File: src/rtl/tmf_cfg.svh
// constants for the test mode forcing block
`ifndef TMF_CFG_SVH
`define TMF_CFG_SVH
// channel counts and bus widths
`define TMF_NUM_CIN   16
`define TMF_NUM_COUT  16
`define TMF_NUM_VIRT  32
`define TMF_NUM_REM   32
`define TMF_NUM_DIR   16
`define TMF_AW        8
`define TMF_DW        32
// register byte offsets
`define TMF_OFF_CTRL     8'h00
`define TMF_OFF_STATUS   8'h04
`define TMF_OFF_IN_FRC   8'h08
`define TMF_OFF_OUT_FRC  8'h0c
`define TMF_OFF_CIN      8'h10
`define TMF_OFF_COUT     8'h14
`define TMF_OFF_VIRT     8'h18
`define TMF_OFF_REM      8'h1c
`define TMF_OFF_REM_DEF  8'h20
`define TMF_OFF_DIR      8'h24
`define TMF_OFF_DIR_DEF  8'h28
// field positions
`define TMF_CTRL_EN_BIT  0
`define TMF_CTRL_ON_BIT  1
`define TMF_STAT_ACT_BIT 0
`define TMF_STAT_LED_BIT 1
// reset values
`define TMF_CTRL_RST     2'h0
`define TMF_FRC_RST      32'h0000_0000
`define TMF_DEF_RST      32'h0000_0000
`define TMF_WORD_ZERO    32'h0000_0000
// timing
`define TMF_CLK_HZ       200000000
`define TMF_MS_PER_S     1000
`define TMF_FLASH_HALF_MS 250
`define TMF_FLASH_W      26
`endif

File: src/rtl/tmf_pkg.sv
// types for the test mode forcing block
package tmf_pkg;
  // test mode state, one-hot
  typedef enum logic [1:0] {
    TMF_NORMAL = 2'b01,
    TMF_TEST   = 2'b10
  } tmf_state_t;
  // contact input force selection
  typedef enum logic [1:0] {
    TMF_IN_DIS    = 2'h0,
    TMF_IN_OPEN   = 2'h1,
    TMF_IN_CLOSED = 2'h2,
    TMF_IN_RSV    = 2'h3
  } tmf_in_force_t;
  // contact output force selection
  typedef enum logic [1:0] {
    TMF_OUT_DIS    = 2'h0,
    TMF_OUT_ENERG  = 2'h1,
    TMF_OUT_DEENRG = 2'h2,
    TMF_OUT_FREEZE = 2'h3
  } tmf_out_force_t;
  // control register fields
  typedef struct packed {
    logic init_on;  // initiator held at logic 1
    logic enable;   // test function enabled
  } tmf_ctrl_t;
endpackage : tmf_pkg

File: src/rtl/tmf_sync.sv
// two-flop synchroniser for the contact input pins
`timescale 1ns/10ps
`default_nettype none
`include "tmf_cfg.svh"
module tmf_sync
  import tmf_pkg::*;
(
  input  wire logic                     clk,
  input  wire logic                     rst,
  input  wire logic [`TMF_NUM_CIN-1:0]  din,
  output var  logic [`TMF_NUM_CIN-1:0]  dout
);
  logic [`TMF_NUM_CIN-1:0] meta_reg;  // first stage, read only by second
  // one synchroniser per pin
  for (genvar i = 0; i < `TMF_NUM_CIN; i++) begin : g_bit
    always_ff @(posedge clk or posedge rst) begin
      if (rst) begin
        meta_reg[i] <= 1'b0;
        dout[i]     <= 1'b0;
      end else begin
        meta_reg[i] <= din[i];
        dout[i]     <= meta_reg[i];
      end
    end
  end
endmodule : tmf_sync
`default_nettype wire

File: src/rtl/tmf_flash.sv
// flashing driver for the test indicator
`timescale 1ns/10ps
`default_nettype none
`include "tmf_cfg.svh"
module tmf_flash
  import tmf_pkg::*;
#(
  parameter logic [`TMF_FLASH_W-1:0] HALF_CYC = `TMF_FLASH_W'd1
)(
  input  wire logic clk,
  input  wire logic rst,
  input  wire logic run,
  output var  logic led
);
  logic [`TMF_FLASH_W-1:0] cnt_reg;  // cycles into current half period
  logic                    run_reg;  // run as seen one cycle ago
  // remember run so the first test cycle can be told apart
  always_ff @(posedge clk or posedge rst) begin
    if (rst) begin
      run_reg <= 1'b0;
    end else begin
      run_reg <= run;
    end
  end
  // half-period counter, parked at zero outside test mode and restarted
  // on entry so the first lit half is as long as every later one
  always_ff @(posedge clk or posedge rst) begin
    if (rst) begin
      cnt_reg <= '0;
    end else if (!run || !run_reg || cnt_reg == HALF_CYC - 1'b1) begin
      cnt_reg <= '0;
    end else begin
      cnt_reg <= cnt_reg + 1'b1;
    end
  end
  // lamp starts lit so entry is visible at once
  always_ff @(posedge clk or posedge rst) begin
    if (rst) begin
      led <= 1'b0;
    end else if (!run) begin
      led <= 1'b0;
    end else if (!run_reg) begin
      led <= 1'b1;
    end else if (cnt_reg == HALF_CYC - 1'b1) begin
      led <= ~led;
    end
  end
endmodule : tmf_flash
`default_nettype wire

File: src/rtl/tmf_top.sv
// test mode control and contact forcing, top level
// What this block does
// - test mode needs enable and initiator at 1
// - flash front test indicator during test mode
// - other logic paths untouched by test mode
// - disabled input force reports sensed terminal state
// - open input force reports 0 in test
// - closed input force reports 1 in test
// - all forces disabled gives normal input sensing
// - disabled output force follows its operand
// - energize output force drives closed in test
// - de-energize output force drives open in test
// - freeze output holds drive captured at entry
// - every input and output has own selection
// - status on reads 1, off reads 0
// - report state of all 32 virtual inputs
// - remote input shows default while device offline
// - direct input shows default while channel failed
`timescale 1ns/10ps
`default_nettype none
`include "tmf_cfg.svh"
module tmf_top
  import tmf_pkg::*;
#(
  // cycles per half flash period; shorten in simulation
  parameter int unsigned FLASH_HALF_CYC =
    `TMF_FLASH_HALF_MS * (`TMF_CLK_HZ / `TMF_MS_PER_S)
)(
  input  wire logic                       CLOCK,
  input  wire logic                       RST,
  input  wire logic [`TMF_AW-1:0]         BUS_ADDR,
  input  wire logic [`TMF_DW-1:0]         BUS_WDATA,
  input  wire logic                       BUS_WR,
  input  wire logic                       BUS_RD,
  output var  logic [`TMF_DW-1:0]         BUS_RDATA,
  input  wire logic                       TEST_INITIATE,
  input  wire logic [`TMF_NUM_CIN-1:0]    CONTACT_IN_PIN,
  output var  logic [`TMF_NUM_CIN-1:0]    CONTACT_INPUT_STATE,
  input  wire logic [`TMF_NUM_COUT-1:0]   OUTPUT_OPERAND,
  output var  logic [`TMF_NUM_COUT-1:0]   CONTACT_OUT_DRIVE,
  output var  logic                       TEST_LED,
  output var  logic                       TEST_ACTIVE,
  input  wire logic [`TMF_NUM_VIRT-1:0]   VIRTUAL_INPUT,
  input  wire logic [`TMF_NUM_REM-1:0]    REMOTE_VALUE,
  input  wire logic [`TMF_NUM_REM-1:0]    REMOTE_OFFLINE,
  input  wire logic [2*`TMF_NUM_DIR-1:0]  DIRECT_VALUE,
  input  wire logic [1:0]                 CHANNEL_FAILED
);

  // register state
  tmf_ctrl_t                  ctrl_reg;     // enable and initiator source
  logic [2*`TMF_NUM_CIN-1:0]  in_frc_reg;   // two bits per contact input
  logic [2*`TMF_NUM_COUT-1:0] out_frc_reg;  // two bits per contact output
  logic [`TMF_NUM_REM-1:0]    rem_def_reg;  // remote input defaults
  logic [2*`TMF_NUM_DIR-1:0]  dir_def_reg;  // direct input defaults
  // block state
  tmf_state_t                 state_reg;    // normal or test
  tmf_state_t                 state_next;
  logic [`TMF_NUM_COUT-1:0]   frozen_reg;   // drive captured at entry
  logic [`TMF_NUM_VIRT-1:0]   virt_reg;     // virtual input snapshot
  logic [`TMF_NUM_REM-1:0]    rem_reg;      // reported remote states
  logic [2*`TMF_NUM_DIR-1:0]  dir_reg;      // reported direct states
  logic [`TMF_NUM_CIN-1:0]    cin_sync;     // pins after synchroniser
  logic                       initiator;    // selected initiating operand
  logic                       in_test;      // test mode in force
  logic                       entering;     // last cycle before test mode
  logic                       led;          // flasher output
  logic [`TMF_NUM_COUT-1:0]   drive_next;   // next contact output drive
  logic [`TMF_NUM_CIN-1:0]    cin_next;     // next reported input state
  logic [`TMF_DW-1:0]         rdata_next;   // read mux result

  // contact pins come from outside the clock domain
  // a bounce shorter than one clock may be missed; contacts are far slower
  tmf_sync u_sync (
    .clk  (CLOCK),
    .rst  (RST),
    .din  (CONTACT_IN_PIN),
    .dout (cin_sync)
  );

  // indicator flashes only while test mode holds
  // the divider is long in hardware, so the bench shortens it by parameter
  tmf_flash #(
    .HALF_CYC (FLASH_HALF_CYC[`TMF_FLASH_W-1:0])
  ) u_flash (
    .clk (CLOCK),
    .rst (RST),
    .run (in_test),
    .led (led)
  );

  // initiator is either held on by setting or the live operand
  assign initiator = ctrl_reg.init_on | TEST_INITIATE;

  // level qualifies: rising operand or late enable both start test
  always_comb begin
    state_next = state_reg;
    case (state_reg)
      TMF_NORMAL: begin
        // a held initiator followed by a late enable also lands here
        if (ctrl_reg.enable && initiator) begin
          state_next = TMF_TEST;
        end
      end
      TMF_TEST: begin
        // either condition dropping ends test mode
        if (!(ctrl_reg.enable && initiator)) begin
          state_next = TMF_NORMAL;
        end
      end
      default: begin
        state_next = TMF_NORMAL;
      end
    endcase
  end

  // test mode state register
  // reset always lands in normal mode, so no contact is forced at power up
  always_ff @(posedge CLOCK or posedge RST) begin
    if (RST) begin
      state_reg <= TMF_NORMAL;
    end else begin
      state_reg <= state_next;
    end
  end

  // entry is seen one cycle early, so the freeze snapshot takes the operand-driven
  // drive of the cycle before the entering edge, before any forcing reaches the contacts
  assign in_test  = (state_reg == TMF_TEST);
  assign entering = (state_next == TMF_TEST) && !in_test;

  // freeze snapshot: taken once, from the drive seen before entry
  // the snapshot is kept after exit but only read while frozen in test
  always_ff @(posedge CLOCK or posedge RST) begin
    if (RST) begin
      frozen_reg <= '0;
    end else if (entering) begin
      frozen_reg <= CONTACT_OUT_DRIVE;
    end
  end

  // per-channel forcing; each channel reads only its own field
  for (genvar i = 0; i < `TMF_NUM_CIN; i++) begin : g_cin
    tmf_in_force_t sel;
    assign sel = tmf_in_force_t'(in_frc_reg[2*i +: 2]);
    always_comb begin
      cin_next[i] = cin_sync[i];
      if (in_test) begin
        case (sel)
          TMF_IN_OPEN:   cin_next[i] = 1'b0;
          TMF_IN_CLOSED: cin_next[i] = 1'b1;
          default:       cin_next[i] = cin_sync[i];
        endcase
      end
    end
  end

  for (genvar j = 0; j < `TMF_NUM_COUT; j++) begin : g_cout
    tmf_out_force_t sel;
    assign sel = tmf_out_force_t'(out_frc_reg[2*j +: 2]);
    always_comb begin
      drive_next[j] = OUTPUT_OPERAND[j];
      if (in_test) begin
        case (sel)
          TMF_OUT_ENERG:  drive_next[j] = 1'b1;
          TMF_OUT_DEENRG: drive_next[j] = 1'b0;
          TMF_OUT_FREEZE: drive_next[j] = frozen_reg[j];
          default:        drive_next[j] = OUTPUT_OPERAND[j];
        endcase
      end
    end
  end

  // contact input and output registers; normal paths resume as soon
  // as in_test drops, so no stale forced value outlives the test
  // one register stage also keeps decode glitches off the contact drivers
  always_ff @(posedge CLOCK or posedge RST) begin
    if (RST) begin
      CONTACT_INPUT_STATE <= '0;
      CONTACT_OUT_DRIVE   <= '0;
    end else begin
      CONTACT_INPUT_STATE <= cin_next;
      CONTACT_OUT_DRIVE   <= drive_next;
    end
  end

  // indicator and active flag are registered for clean pins
  // TEST_ACTIVE therefore trails the internal state by one cycle
  always_ff @(posedge CLOCK or posedge RST) begin
    if (RST) begin
      TEST_LED    <= 1'b0;
      TEST_ACTIVE <= 1'b0;
    end else begin
      TEST_LED    <= led;
      TEST_ACTIVE <= in_test;
    end
  end

  // communication-based states ignore test mode entirely
  // each value is registered once, so one status read sees one cycle
  always_ff @(posedge CLOCK or posedge RST) begin
    if (RST) begin
      virt_reg <= '0;
      rem_reg  <= '0;
      dir_reg  <= '0;
    end else begin
      virt_reg <= VIRTUAL_INPUT;
      // offline source device substitutes the programmed default
      rem_reg  <= (REMOTE_VALUE & ~REMOTE_OFFLINE)
                | (rem_def_reg & REMOTE_OFFLINE);
      // a failed channel substitutes its whole default group
      dir_reg[`TMF_NUM_DIR-1:0] <= CHANNEL_FAILED[0] ?
        dir_def_reg[`TMF_NUM_DIR-1:0] :
        DIRECT_VALUE[`TMF_NUM_DIR-1:0];
      dir_reg[2*`TMF_NUM_DIR-1:`TMF_NUM_DIR] <= CHANNEL_FAILED[1] ?
        dir_def_reg[2*`TMF_NUM_DIR-1:`TMF_NUM_DIR] :
        DIRECT_VALUE[2*`TMF_NUM_DIR-1:`TMF_NUM_DIR];
    end
  end

  // control register; setting the initiator first lets enable start test
  // a write of zero ends test mode at the next edge
  always_ff @(posedge CLOCK or posedge RST) begin
    if (RST) begin
      ctrl_reg <= tmf_ctrl_t'(`TMF_CTRL_RST);
    end else if (BUS_WR && BUS_ADDR == `TMF_OFF_CTRL) begin
      ctrl_reg.enable  <= BUS_WDATA[`TMF_CTRL_EN_BIT];
      ctrl_reg.init_on <= BUS_WDATA[`TMF_CTRL_ON_BIT];
    end
  end

  // force selections may change mid test and take effect at once
  // a reserved input code reads back as written but acts as disabled
  always_ff @(posedge CLOCK or posedge RST) begin
    if (RST) begin
      in_frc_reg  <= `TMF_FRC_RST;
      out_frc_reg <= `TMF_FRC_RST;
    end else if (BUS_WR) begin
      if (BUS_ADDR == `TMF_OFF_IN_FRC) begin
        in_frc_reg <= BUS_WDATA;
      end
      if (BUS_ADDR == `TMF_OFF_OUT_FRC) begin
        out_frc_reg <= BUS_WDATA;
      end
    end
  end

  // default states for communication inputs
  // defaults apply only while a source is offline or a channel has failed
  always_ff @(posedge CLOCK or posedge RST) begin
    if (RST) begin
      rem_def_reg <= `TMF_DEF_RST;
      dir_def_reg <= `TMF_DEF_RST;
    end else if (BUS_WR) begin
      if (BUS_ADDR == `TMF_OFF_REM_DEF) begin
        rem_def_reg <= BUS_WDATA;
      end
      if (BUS_ADDR == `TMF_OFF_DIR_DEF) begin
        dir_def_reg <= BUS_WDATA;
      end
    end
  end

  // read mux; on reads 1 and off reads 0 everywhere
  // unmapped addresses fall to zero, so probing the map is harmless
  always_comb begin
    rdata_next = `TMF_WORD_ZERO;
    case (BUS_ADDR)
      `TMF_OFF_CTRL: begin
        rdata_next[`TMF_CTRL_EN_BIT] = ctrl_reg.enable;
        rdata_next[`TMF_CTRL_ON_BIT] = ctrl_reg.init_on;
      end
      `TMF_OFF_STATUS: begin
        rdata_next[`TMF_STAT_ACT_BIT] = in_test;
        rdata_next[`TMF_STAT_LED_BIT] = TEST_LED;
      end
      `TMF_OFF_IN_FRC:  rdata_next = in_frc_reg;
      `TMF_OFF_OUT_FRC: rdata_next = out_frc_reg;
      `TMF_OFF_CIN: begin
        rdata_next[`TMF_NUM_CIN-1:0] = CONTACT_INPUT_STATE;
      end
      `TMF_OFF_COUT: begin
        rdata_next[`TMF_NUM_COUT-1:0] = CONTACT_OUT_DRIVE;
      end
      `TMF_OFF_VIRT:    rdata_next = virt_reg;
      `TMF_OFF_REM:     rdata_next = rem_reg;
      `TMF_OFF_REM_DEF: rdata_next = rem_def_reg;
      `TMF_OFF_DIR:     rdata_next = dir_reg;
      `TMF_OFF_DIR_DEF: rdata_next = dir_def_reg;
      default:          rdata_next = `TMF_WORD_ZERO;
    endcase
  end

  // read data valid only in the cycle after the strobe
  // zero outside that cycle keeps a shared return path quiet
  always_ff @(posedge CLOCK or posedge RST) begin
    if (RST) begin
      BUS_RDATA <= `TMF_WORD_ZERO;
    end else if (BUS_RD) begin
      BUS_RDATA <= rdata_next;
    end else begin
      BUS_RDATA <= `TMF_WORD_ZERO;
    end
  end

endmodule : tmf_top
`default_nettype wire

File: config.mk
export PLATFORM = sky130hd
export DESIGN_NAME = tmf_top
export DESIGN_NICKNAME = d
export VERILOG_FILES = /design/src/rtl/tmf_pkg.sv /design/src/rtl/tmf_sync.sv /design/src/rtl/tmf_flash.sv /design/src/rtl/tmf_top.sv
export VERILOG_INCLUDE_DIRS = /design/src /design/src/rtl
export SDC_FILE = /design/constraint.sdc
export NUM_CORES = 1
export LEC_CHECK = 0
export BUFFER_PORTS_ARGS = -buffer_cell sky130_fd_sc_hd__buf_4
export CAP_MARGIN = 15
export CORE_MARGIN = 4
export CORE_UTILIZATION = 45
export DETAILED_ROUTE_END_ITERATION = 7
export PLACE_DENSITY = 0.65
export SETUP_SLACK_MARGIN = 0.2
export SYNTH_ARGS = -nofsm -noshare
export SYNTH_HDL_FRONTEND = slang
export SYNTH_SLANG_ARGS = --single-unit
File: constraint.sdc
create_clock -name CLOCK -period 23.8 [get_ports CLOCK]
set_input_delay 4.76 -clock CLOCK [delete_from_list [all_inputs] [get_ports CLOCK]]
set_output_delay 4.76 -clock CLOCK [all_outputs]
set_load 0.005 [all_outputs]
### Word level (Yosys, flattened, before mapping)

Index checks and enable logic that the tools add are counted.

| operators by class | value |
|---|---|
| add/sub/neg operators | 1 |
| muxes and demuxes | 77 |
| reduce and logical (&&, ||, !) cells | 12 |
| equal/unequal tests | 95 |
| bitwise gates (word level) | 6 |

Operator list:

| kind | count |
|---|---|
| 14-bit case mux with 9 select lines | 1 |
| 16-bit case mux with 7 select lines | 1 |
| 2-bit equality test (second input constant) | 50 |
| 2-bit by 1-bit equality test with 1-bit output (second input constant) | 33 |
| 32-bit AND | 2 |
| 1-bit case mux with 3 select lines | 16 |
| 1-bit two-way mux | 35 |
| 8-bit by 5-bit equality test with 1-bit output (second input constant) | 4 |
| 16-bit two-way mux | 2 |
| 32-bit two-way mux | 1 |
| 32-bit inverter | 1 |
| 32-bit OR | 1 |
| 1-bit case mux with 2 select lines | 16 |
| 26-bit by 1-bit adder with 26-bit output (second input constant) | 1 |
| 26-bit equality test (second input constant) | 1 |
| 26-bit two-way mux | 1 |
| 8-bit by 6-bit equality test with 1-bit output (second input constant) | 3 |
| 2-bit case mux with 11 select lines | 1 |
| 8-bit by 4-bit equality test with 1-bit output (second input constant) | 2 |
| 8-bit by 3-bit equality test with 1-bit output (second input constant) | 1 |
| 8-bit zero test | 1 |
| 2-bit AND reduction | 4 |
| 2-bit two-way mux | 2 |
| 2-bit case mux with 2 select lines | 1 |
| other kinds (6) | 10 |

| word-level totals | value |
|---|---|
| logic and storage cells | 241 |
| register bits | 369 |
| input port bits | 207 |
| output and inout port bits | 66 |

### Depth between registers and ports, before layout

Gate-level depths: netlist of the first run.

| logic depth | value |
|---|---|
| depth in word-level cells | 6 |
| gate-level depth with buffers | 8 |
| mapped depth without buffers | 7 |

### Modules after synthesis

A second synthesis of the first run with hierarchy kept.

| unflattened totals | value |
|---|---|
| cell total of the unflattened synthesis | 1251 |
| area total of the unflattened synthesis | 16233.1 um^2 |

By module, submodules not included:

| module | times used | area an instance (um^2) | cells each | sequential area each (um^2) |
|---|---|---|---|---|
| tmf_top | 1 | 13945.9 | 1065 | 7758.7 |
| tmf_flash | 1 | 1482.7 | 153 | 700.7 |
| tmf_sync | 1 | 804.5 | 33 | 800.8 |

### Least setup slack after synthesis of the first run

OpenSTA, ideal clock, no wires.

| path | value |
|---|---|
| kind | input to register |
| from | input BUS_ADDR[5] |
| to | register in_frc_reg[0] |
| setup slack | 17592 ps |
| required time | 23675 ps |
| library setup time | 125 ps |
| stages | 5 |
| buffers on the path | 2 |
| data arrival time | 6083 ps |
| cell sequence | buf_2 nor4_4 nand3_2 buf_6 mux2_4 |

| between the ends | value |
|---|---|
| longest elaborated chain between the ends | 2 |

RTL lines:

| item | RTL line | RTL |
|---|---|---|
| start, declared | tmf_top.sv:31 | `` input wire logic [`TMF_AW-1:0] BUS_ADDR, `` |
| 8-bit by 4-bit equality test with 1-bit output | -- |  |
| 2-bit AND reduction (no line) | -- |  |
| end signal, assigned | tmf_top.sv:236 | `` in_frc_reg <= `TMF_FRC_RST; `` |
| end, declared | tmf_top.sv:52 | `` logic [2*`TMF_NUM_CIN-1:0] in_frc_reg; `` |

No other way between the ends.
A chain may end at the register's enable or synchronous reset.

### Worst setup path in the final report of the first run

| path | value |
|---|---|
| from | input BUS_ADDR[2] |
| to | register out_frc_reg[3] |

| between the ends | value |
|---|---|
| longest elaborated chain between the ends | 2 |

RTL lines:

| item | RTL line | RTL |
|---|---|---|
| 8-bit by 4-bit equality test with 1-bit output | -- |  |
| 2-bit AND reduction (no line) | -- |  |
| end signal, assigned | tmf_top.sv:237 | `` out_frc_reg <= `TMF_FRC_RST; `` |
| end, declared | tmf_top.sv:53 | `` logic [2*`TMF_NUM_COUT-1:0] out_frc_reg; `` |

No other way between the ends.

==> metrics.yaml, run 1 <==
status: "complete, no violations"
place_area_um2: 18500
hold_violations: 0
syn_inst: 1239
min_period_ns: 7.60
relSlewSlack: 0.268
path_cells: "buf_4 -> nor4bb_2 -> nand3_2 -> mux2_2"
area_growth_pct: 23.5
antenna_found_initial: 1
clk_pin_slew_ns: 0.07
max_freq_mhz: 132
drv_cap: 0
dp_hpwl_um: 33500
ys_ff_latch: 369
grt_max_degree: 117
synth_commonest_cells: "368 x dfrtp_1, 180 x mux2_2, 77 x nand2_1, 77 x nor2_1, 52 x mux2i_1"
rsz0062_at_grt: "no"
crit_required_ns: 24.22
cts-root-buf: "clkbuf_16"
cp.buffers_inverters: 1
fin_ws_ns: 16.20
routed_via_density: 5.69
timing.hold.ws_ns: 0.347
drt_iter0_markers: 878
synthFlopType: "dfrtp_1"
antenna_left: 0
skew_ns: 0.0145
final_net_count: 1731
drive_gt1_frac: 0.385
die_w_um: 197
yosysSeqAreaShare: 0.575
grt-ovfl-total: 0
port_buffers: 272
cts_buffers: 40
dr.pass1.iters: 5
max_stage_delay_ns: 1.02
cts.htree.levels: 2
drc_errors: 0
clockBufferDepth: 3
cts_tree: "built"
synth_most_common_cell: "dfrtp_1"
worstMarginPinSlew_ns: 1.10
power_leakage_uw: 0.00935
core_area_um2: 34900
yosys_warnings: 0
critical_path_class: "in2reg"
arrival_ns: 8.02
crit_path_end_kind: "flop"
drt_wl_total_um: 48500
initial_utilization: 0.461
clock_latency_ns: 0.54
synthTopCellsByArea: "dfrtp_1 57%, mux2_2 13%, mux2i_1 3.2%"
regArea_um2: 9240
synth.distinct_cells: 62
syn_area_um2: 16100
wl_per_cell_um: 24.4
holdBufCountCts: 0
grt_pass1_vias: 11802
synth-edff-count: 0
multi_input_area_um2: 6430
vias: 11325
slowest_stage: "nand3_2"
ctsResizeCount: 0
grt_use_total: 0.247
rows: 68
diodes: 0
cp_max_fo: 62
top_usage_layer: "met2"
post_cts_buffers: 0
hold_class: "reg2reg"
setup_tns_ns: 0
grt_pass1_wl_um: 72900
grt_use_met3: 0.0504
maxSlewViolCount: 0
die_y_um: 197
dieArea_um2: 38800
grt.met1_usage: 0.350
setup_viol: 0
start_kind: "primary input"
place_ws_ns: 15.68
synthArstFlopShare: 1.00
gr-usage-met2: 0.392
crit_family: "simple AND/OR/NAND/NOR gates"
yosysTopAreaCellShare: 0.573
gp_congestion: 0.844
synth_top_area_cell: "dfrtp_1"
syn_area_per_cell_um2: 13.0
fin_area_um2: 19800
p_per_area_nw_per_um2: 73.1
synthesis.nets: 1465
fillers: 2935
cts.sink_count: 369
ios: 273
ir_drop_mv: 0.0534
finalCritPeriodShare: 0.319
==> path summary, 6_finish.rpt <==
kind	startpoint	end	slack, ns	cells after the start
max	BUS_ADDR[2]	out_frc_reg[3]$_DFFE_PP0P_	16.20	4
min	u_sync.meta_reg[2]$_DFF_PP0_	u_sync.dout[2]$_DFF_PP0_	0.35	0
max reg2reg	state_reg[0]$_DFF_PP1_	BUS_RDATA[0]$_DFF_PP0_	21.51	8
min reg2reg	u_sync.meta_reg[2]$_DFF_PP0_	u_sync.dout[2]$_DFF_PP0_	0.35	0
max in group asynchronous	RST	rem_reg[24]$_DFF_PP0_	17.30	4
min in group asynchronous	RST	CONTACT_INPUT_STATE[7]$_DFF_PP0_	4.35	2
==> stage by stage <==
stage           util  power, uW  cells
4_1_cts        0.569       1460   1989
3_5_place_dp   0.530        820   1918
5_1_grt        0.569       1500   1989
6_report       0.569       1450   1989
2_1_floorplan      -        754   1239
3_3_place_gp   0.530        816   1918
==> per-layer routing <==
metal	vias up	share of wire
li1	4990	-
met1	5755	0.43
met2	495	0.47
met3	83	0.079
met4	2	0.023
met5	-	0.00014
==> final cells by class <==
| cell class | count | share of cell area |
|---|---|---|
| Clock buffer | 59 | 0.0612 |
| Clock inverter | 12 | 0.00750 |
| Inverter | 21 | 0.00435 |
| Multi-Input combinational cell | 785 | 0.324 |
| Sequential cell | 369 | 0.465 |
| Tap cell | 455 | 0.0287 |
| Timing Repair Buffer | 288 | 0.109 |
==> placed cells by master, fill, tap and decap left out, types with 16 or more instances in the layout <==
cell / count
dfrtp_1: 368
buf_4: 288
mux2_2: 180
nor2_1: 77
nand2_1: 77
mux2i_1: 52
clkbuf_16: 41
a21oi_1: 40
o22ai_1: 40
a22oi_1: 36
o21ai_0: 34
mux2_1: 31
mux2_4: 30
nand3_1: 28
inv_1: 20
xor2_1: 19
ha_1: 18
nand2b_1: 16
==> power by group <==
group	internal (uW)	total (uW)	switching (uW)
combinational	64.6	126	61.2
clock	386	642	255
sequential	660	683	22.8
total	1110	1450	340
==> worst reg2reg max path, cell delays in order (launching register included) <==
cell,delay [ns]
dfstp_2,0.39
inv_1,0.06
ha_2,0.15
buf_4,0.56
nand2_1,0.12
o22ai_1,0.25
a32oi_1,0.09
and3_1,0.21
o31ai_1,0.33
==> cell families (layout without fill, tap and decap cells) <==
kind of cell / count (synthesis) / after routing / share of synthesized area
DFF: 369 / 369 / 0.575
muxes: 296 / 296 / 0.213
and+or+nand+nor: 261 / 261 / 0.0848
AOI/OAI and AO/OA: 185 / 185 / 0.0734
buffers and inverters: 85 / 380 / 0.0267
xor gates and xnor gates: 24 / 24 / 0.0131
adders and majority gates: 19 / 19 / 0.0148
Note: power is estimated with default switching activity, not from simulation.
==> run 2, diff against run 1 <==
--- a/config.mk
+++ b/config.mk
@@ -6,12 +6,13 @@
 export SDC_FILE = /design/constraint.sdc
 export NUM_CORES = 1
 export LEC_CHECK = 0
+export ABC_AREA = 1
 export BUFFER_PORTS_ARGS = -buffer_cell sky130_fd_sc_hd__buf_4
 export CAP_MARGIN = 15
 export CORE_MARGIN = 4
 export CORE_UTILIZATION = 45
 export DETAILED_ROUTE_END_ITERATION = 7
-export PLACE_DENSITY = 0.65
+export PLACE_DENSITY = 0.68
 export SETUP_SLACK_MARGIN = 0.2
 export SYNTH_ARGS = -nofsm -noshare
 export SYNTH_HDL_FRONTEND = slang
==> constraint.sdc (replaced) <==
create_clock -name CLOCK -period 6.3 [get_ports CLOCK]
set_input_delay 1.26 -clock CLOCK [delete_from_list [all_inputs] [get_ports CLOCK]]
set_output_delay 1.26 -clock CLOCK [all_outputs]
set_load 0.005 [all_outputs]
==> run 2 against run 1 <==
  * Critical path depth increased by 3
  * Clock skew increased by 0.015 ns
  * Final area decreased by 1.1%
  * Clock-buffer cell count increased by 1
  * Wire length decreased by 3.0%
  * Highest routed layer is now met4
==> metrics.yaml, run 2 <==
status: "complete, no violations"  # unchanged
dp_hpwl_um: 32200  # was 33500 um
syn_area_um2: 15800  # was 16100 um^2
drive_gt1_frac: 0.220  # was 0.385
finalCritPeriodShare: 0.553
initial_utilization: 0.457  # was 0.461
layout_commonest_cell: "nand2_1"  # was dfrtp_1
post_cts_buffers: 0  # unchanged
syn_area_per_cell_um2: 9.20  # was 13.0 um^2
drv_cap: 0  # unchanged
p_sw_uw: 1290  # was 340 uW
hold_violations: 0  # unchanged
top_usage_layer: "met2"  # unchanged
synth_top_family_by_area: "simple AND/OR/NAND/NOR gates"  # was multiplexers
arrival_ns: 3.90  # was 8.02 ns
fin_cells: 2454  # was 1989
maxSlewViolCount: 0  # unchanged
max_freq_mhz: 287
synthTopCellsByArea: "dfrtp_1 58%, nand2_1 11%, nand3_1 5.4%"  # was dfrtp_1 57%, mux2_2 13%, mux2i_1 3.2%
antenna_found_initial: 0  # was 1
ys_ff_latch: 369  # unchanged
synth-edff-count: 0  # unchanged
yosysSeqAreaShare: 0.584  # was 0.575
dp_cells: 2379  # was 1918
power_leakage_uw: 0.00957  # was 0.00935 uW
diodes: 0  # unchanged
synth.area.mux_share: 0.0557  # was 0.213
setup_tns_ns: 0  # unchanged
hold_class: "reg2reg"  # unchanged
synth_compound_area_frac: 0.0754  # was 0.0734
place_area_um2: 18200  # was 18500 um^2
worstHoldStart: "u_sync.meta_reg[5]$_DFF_PP0_"  # was u_sync.meta_reg[2]$_DFF_PP0_
rrSetupSlack_ns: 2.81  # was 21.51 ns
cts_tree: "built"  # unchanged
die_y_um: 196  # was 197 um
cts.sink_count: 369  # unchanged
routed_via_density: 5.26  # was 5.69
dieArea_um2: 38200  # was 38800 um^2
ios: 273  # unchanged
clkPwrFrac: 0.452  # was 0.442
relSlewSlack: 0.281  # was 0.268
yosys_warnings: 0  # unchanged
antenna_left: 0  # unchanged
whs_path_depth: 0  # unchanged
synth_top_area_cell: "dfrtp_1"  # unchanged
synthSimpleGateAreaFrac: 0.208  # was 0.0848
synthFlopType: "dfrtp_1"  # unchanged
critPathLaunch: "state_reg[0]$_DFF_PP1_"  # was BUS_ADDR[2]
grt_use_total: 0.244  # was 0.247
rsz0062_at_grt: "no"  # unchanged
final_net_count: 2194  # was 1731
cp-endpoint: "frozen_reg[7]$_DFFE_PP0P_"  # was out_frc_reg[3]$_DFFE_PP0P_
grt_use_met3: 0.0430  # was 0.0504
setup_viol: 0  # unchanged
min_period_ns: 3.49
grt-ovfl-total: 0  # unchanged
p_sw_frac: 0.236  # was 0.234
synth_commonest_cells: "445 x nand2_1, 368 x dfrtp_1, 171 x nand3_1"  # was 368 x dfrtp_1, 180 x mux2_2, 77 x nand2_1, 77 x nor2_1, 52 x mux2i_1
timing.rr.start: "state_reg[0]$_DFF_PP1_"  # unchanged
clk_pin_slew_ns: 0.06  # was 0.07 ns
start_kind: "flop"  # was primary input
skew_ns: 0.0290  # was 0.0145 ns
synthAdderAreaFrac: 0.0150  # was 0.0148
holdBufCountCts: 0  # unchanged
ctsResizeCount: 0  # unchanged
synth.distinct_cells: 31  # was 62
core_area_um2: 34600  # was 34900 um^2
dr.pass1.iters: 6  # was 5
grt_pass1_vias: 13066  # was 11802
worstMarginPinSlew_ns: 1.08  # was 1.10 ns
drc_errors: 0  # unchanged
cts_buffers: 40  # unchanged
syn_inst: 1720  # was 1239
drt_wl_total_um: 47100  # was 48500 um
seqPwrFrac: 0.474  # was 0.471
grt_max_degree: 168  # was 117
p_per_area_nw_per_um2: 278  # was 73.1 nW/um^2
crit_required_ns: 6.71  # was 24.22 ns
gp_congestion: 0.898  # was 0.844
fin_area_um2: 19600  # was 19800 um^2
clock_latency_ns: 0.55  # was 0.54 ns
r2r_cells: 7  # was 8
vias: 12896  # was 11325
synth_most_common_cell: "nand2_1"  # was dfrtp_1
clockBufferDepth: 3  # unchanged
die_w_um: 196  # was 197 um
rows: 68  # unchanged
area_growth_pct: 24.0  # was 23.5%
utilization: 0.567  # was 0.569
ir_drop_mv: 0.196  # was 0.0534 mV
p_int_uw: 4170  # was 1110 uW
drt_iter0_markers: 1082  # was 878
r2r-end: "frozen_reg[7]$_DFFE_PP0P_"  # was BUS_RDATA[0]$_DFF_PP0_
crit_path_end_kind: "flop"  # unchanged
yosysTopAreaCellShare: 0.582  # was 0.573
grt.met1_usage: 0.339  # was 0.350
grt_pass1_wl_um: 73400  # was 72900 um
critical_path_class: "reg2reg"  # was in2reg
synth_xor_area_frac: 0.00554  # was 0.0131
cts.htree.levels: 2  # unchanged
wl_per_cell_um: 19.2  # was 24.4 um
synthesis.nets: 1946  # was 1465
synthArstFlopShare: 1.00  # unchanged
share_comb_of_total_power: 0.074  # was 0.087
port_buffers: 272  # unchanged
final_cell_mix: "445 x nand2_1, 368 x dfrtp_1, 282 x buf_4, 171 x nand3_1, 145 x nor2_1"  # was 368 x dfrtp_1, 288 x buf_4, 180 x mux2_2, 77 x nor2_1, 77 x nand2_1
cp_max_fo: 37  # was 62
cts-root-buf: "clkbuf_16"  # unchanged
gr-usage-met2: 0.379  # was 0.392
-- run 2: critical path: stages (launching register included) --
cell      delay, ns
dfstp_2        0.38
inv_1          0.05
ha_2           0.68
clkinv_1       1.08
nand2_2        0.75
nor2_4         0.20
nand2_1        0.12
nand2_1        0.06
-- run 2: power by group through the flow --
stage / registers, uW / clock network (uW) / logic [uW]
floorplan: 2590 / 0 / 208
global placement: 2620 / 0 / 401
detailed placement: 2620 / 0 / 411
CTS: 2580 / 2500 / 413
global route: 2600 / 2610 / 456
finish: 2590 / 2470 / 406
-- run 2: logic make-up after synthesis --
family | count (synthesis)
XOR/XNOR | 10
AND/OR/NAND/NOR | 796
flip-flops | 369
AO/OA/AOI/OAI | 234
buffers and inverters | 212
multiplexers | 80
adder cells (fa/ha/maj) | 19
-- run 2: layout make-up --
class	count	area, um^2
timing repair buffer	286	2200
fill	3038	15000
clock inverter	13	204
clock buffer	60	1210
tap	455	569
multi-input combinational	1139	5710
inverter	132	499
sequential	369	9240
-- run 2: worst min path at each step --
stage / to / slack [ns]
final: u_sync.dout[5]$_DFF_PP0_ / 0.35
after global routing: u_sync.dout[5]$_DFF_PP0_ / 0.35
after CTS: u_sync.dout[5]$_DFF_PP0_ / 0.35
after detailed placement: u_sync.dout[5]$_DFF_PP0_ / 0.33
after global placement: u_sync.dout[4]$_DFF_PP0_ / 0.33
after floorplan: u_sync.dout[0]$_DFF_PP0_ / 0.33
-- run 2: per-stage QoR --
stage	power, uW	setup slack, ns	hold slack, ns
floorplan	2800	0.0887	0.331
detailed placement	3040	2.19	0.335
finish	5460	2.81	0.346
global placement	3020	2.28	0.334
global route	5660	2.66	0.355
CTS	5500	2.72	0.347
-- run 2: routing by layer --
metal	wire, um	part of all wire
met5	0	0
met2	21700	0.46
met4	2050	0.044
met3	3290	0.070
met1	20000	0.43
==> run 3, diff against run 2 <==
--- a/config.mk
+++ b/config.mk
@@ -12,7 +12,7 @@
 export CORE_MARGIN = 4
 export CORE_UTILIZATION = 45
 export DETAILED_ROUTE_END_ITERATION = 7
-export PLACE_DENSITY = 0.68
+export PLACE_DENSITY = 0.65
 export SETUP_SLACK_MARGIN = 0.2
 export SYNTH_ARGS = -nofsm -noshare
 export SYNTH_HDL_FRONTEND = slang
==> constraint.sdc (replaced) <==
create_clock -name CLOCK -period 3.5 [get_ports CLOCK]
set_input_delay 0.7 -clock CLOCK [delete_from_list [all_inputs] [get_ports CLOCK]]
set_output_delay 0.7 -clock CLOCK [all_outputs]
set_load 0.005 [all_outputs]
==> run 3 against run 2 <==
  * Core utilization rose by 0.60 points
  * Clock-buffer cell count rose by 3
  * Global-route usage rose by 1.0 points
  * Non-clock buffer count rose by 16
  * Worst hold slack got worse by 0.095 ns
  * Critical endpoint is now frozen_reg[15]$_DFFE_PP0P_
  * Largest cell class unchanged
  * Highest routed layer is now met5
==> metrics.yaml, run 3 (synthesized netlist as in run 2, its figures left out) <==
status: "complete, no violations"  # unchanged
power_leakage_uw: 0.00969  # was 0.00957 uW
grt_pass1_wl_um: 75900  # was 73400 um
skew_ns: 0.0129  # was 0.0290 ns
clk_pin_slew_ns: 0.06  # about the same
hold_class: "in2reg"  # was reg2reg
holdBufCountCts: 0  # unchanged
dieArea_um2: 38200  # unchanged
gp_congestion: 0.886  # was 0.898
max_stage_delay_ns: 0.59  # was 1.08 ns
drv_cap: 0  # unchanged
cts_tree: "built"  # unchanged
setup_tns_ns: 0  # unchanged
final_cell_mix: "445 x nand2_1, 368 x dfrtp_1, 295 x buf_4, 171 x nand3_1, 145 x nor2_1"  # was 445 x nand2_1, 368 x dfrtp_1, 282 x buf_4, 171 x nand3_1, 145 x nor2_1
area_growth_pct: 25.3  # was 24.0%
worstMarginPinSlew_ns: 0.845  # was 1.08 ns
layout_commonest_cell: "nand2_1"  # unchanged
hold_violations: 0  # unchanged
cts.sink_count: 369  # unchanged
setup_viol: 0  # unchanged
ctsResizeCount: 0  # unchanged
drc_errors: 0  # unchanged
grt_pass1_vias: 13268  # was 13066
port_buffers: 272  # unchanged
crit_top_cell: "nand2_1"  # unchanged
path_cells: "inv_1 -> ha_2 -> clkinv_1 -> nand2_2 -> nor2_4 -> nand2_1 -> nand2_1"  # unchanged
grt-ovfl-total: 0  # unchanged
ios: 273  # unchanged
initial_utilization: 0.457  # unchanged
r2r-end: "frozen_reg[15]$_DFFE_PP0P_"  # was frozen_reg[7]$_DFFE_PP0P_
die_w_um: 196  # unchanged
antenna_found_initial: 2  # was 0
start_kind: "flop"  # unchanged
r2r_cells: 7  # unchanged
final_net_count: 2211  # was 2194
dr.pass1.iters: 5  # was 6
rrSetupSlack_ns: 0.94  # was 2.81 ns
max_freq_mhz: 390  # was 287 MHz
grt_max_degree: 61  # was 168
finalCritPeriodShare: 0.732  # was 0.553
power_uw: 9970  # was 5460 uW
maxSlewViolCount: 0  # unchanged
cp_max_fo: 21  # was 37
worstHoldEndpoint: "virt_reg[15]$_DFF_PP0_"  # was u_sync.dout[5]$_DFF_PP0_
wl_per_cell_um: 19.8  # was 19.2 um
min_period_ns: 2.56  # was 3.49 ns
whs_path_depth: 1  # was 0
crit_family: "simple AND/OR/NAND/NOR gates"  # was buffers and inverters
clockBufferDepth: 3  # unchanged
core_area_um2: 34600  # unchanged
clock_latency_ns: 0.55  # about the same
slowest_stage: "clkinv_1"  # unchanged
place_area_um2: 18400  # was 18200 um^2
p_per_area_nw_per_um2: 503  # was 278 nW/um^2
drt_wl_total_um: 48900  # was 47100 um
crit_path_end_kind: "flop"  # unchanged
arrival_ns: 2.99  # was 3.90 ns
ir_drop_mv: 0.353  # was 0.196 mV
cts-root-buf: "clkbuf_16"  # unchanged
drt_iter0_markers: 873  # was 1082
worstHoldStart: "VIRTUAL_INPUT[15]"  # was u_sync.meta_reg[5]$_DFF_PP0_
cts.htree.levels: 2  # unchanged
die_y_um: 196  # unchanged
cts_buffers: 41  # was 40
drive_gt1_frac: 0.228  # was 0.220
grt_use_total: 0.254  # was 0.244
critical_path_class: "reg2reg"  # unchanged
timing.rr.start: "state_reg[0]$_DFF_PP1_"  # unchanged
rows: 68  # unchanged
post_cts_buffers: 0  # unchanged
vias: 12955  # was 12896
dp_hpwl_um: 34200  # was 32200 um
fin_area_um2: 19800  # was 19600 um^2
antenna_left: 0  # unchanged
routed_via_density: 5.24  # was 5.26
relSlewSlack: 0.435  # was 0.281
cp.buffers_inverters: 2  # unchanged
utilization: 0.573  # was 0.567
crit_required_ns: 3.92  # was 6.71 ns
rsz0062_at_grt: "no"  # unchanged
-- run 3: routing by layer --
metal  share of wire  track usage
met2            0.48        0.419
met3           0.067       0.0492
met5         0.00025            0
met1            0.43        0.344
met4           0.026       0.0719
-- run 3: final cells by class --
class / instances / area, um^2
Fill cell: 3082 / 14800
Sequential cell: 369 / 9240
Multi-Input combinational cell: 1139 / 5710
Timing Repair Buffer: 302 / 2350
Clock buffer: 63 / 1280
Tap cell: 455 / 569
Inverter: 132 / 499
Clock inverter: 13 / 178
Antenna cell: 1 / 2.50
-- run 3: how the worst max path moves through the flow --
| stage | startpoint | endpoint | slack, ns | depth (start not counted) |
|---|---|---|---|---|
| 5_1_grt | state_reg[0]$_DFF_PP1_ | frozen_reg[4]$_DFFE_PP0P_ | 0.81 | 7 |
| 4_1_cts | state_reg[0]$_DFF_PP1_ | frozen_reg[15]$_DFFE_PP0P_ | 0.93 | 7 |
| 3_3_place_gp | BUS_ADDR[1] | BUS_RDATA[15]$_DFF_PP0_ | 0.77 | 11 |
| 2_1_floorplan | RST | BUS_RDATA[0]$_DFF_PP0_ | -2.15 | 1 |
| 6_report | state_reg[0]$_DFF_PP1_ | frozen_reg[15]$_DFFE_PP0P_ | 0.94 | 7 |
| 3_5_place_dp | BUS_ADDR[1] | BUS_RDATA[15]$_DFF_PP0_ | 0.73 | 11 |
-- run 3: worst reg2reg max path, cell delays in order (launching register included) --
cell and delay, ns:
dfstp_2 0.38, inv_1 0.06, ha_2 0.49, clkinv_1 0.61, nand2_2 0.55, nor2_4 0.20, nand2_1 0.10, nand2_1 0.05
-- run 3: power by group --
part | switching, uW | total [uW] | leakage (uW) | internal, uW
logic | 428 | 773 | 0.00413 | 345
registers | 150 | 4650 | 0.00483 | 4500
clock network | 1780 | 4540 | 0.000717 | 2760
-- run 3: stage by stage --
| step | setup WS, ns | hold WS [ns] | cells |
|---|---|---|---|
| 2_1_floorplan | -2.15 | 0.331 | 1720 |
| 3_3_place_gp | 0.770 | 0.333 | 2397 |
| 3_5_place_dp | 0.727 | 0.336 | 2397 |
| 4_1_cts | 0.926 | 0.233 | 2473 |
| 5_1_grt | 0.811 | 0.232 | 2474 |
| 6_report | 0.937 | 0.251 | 2474 |
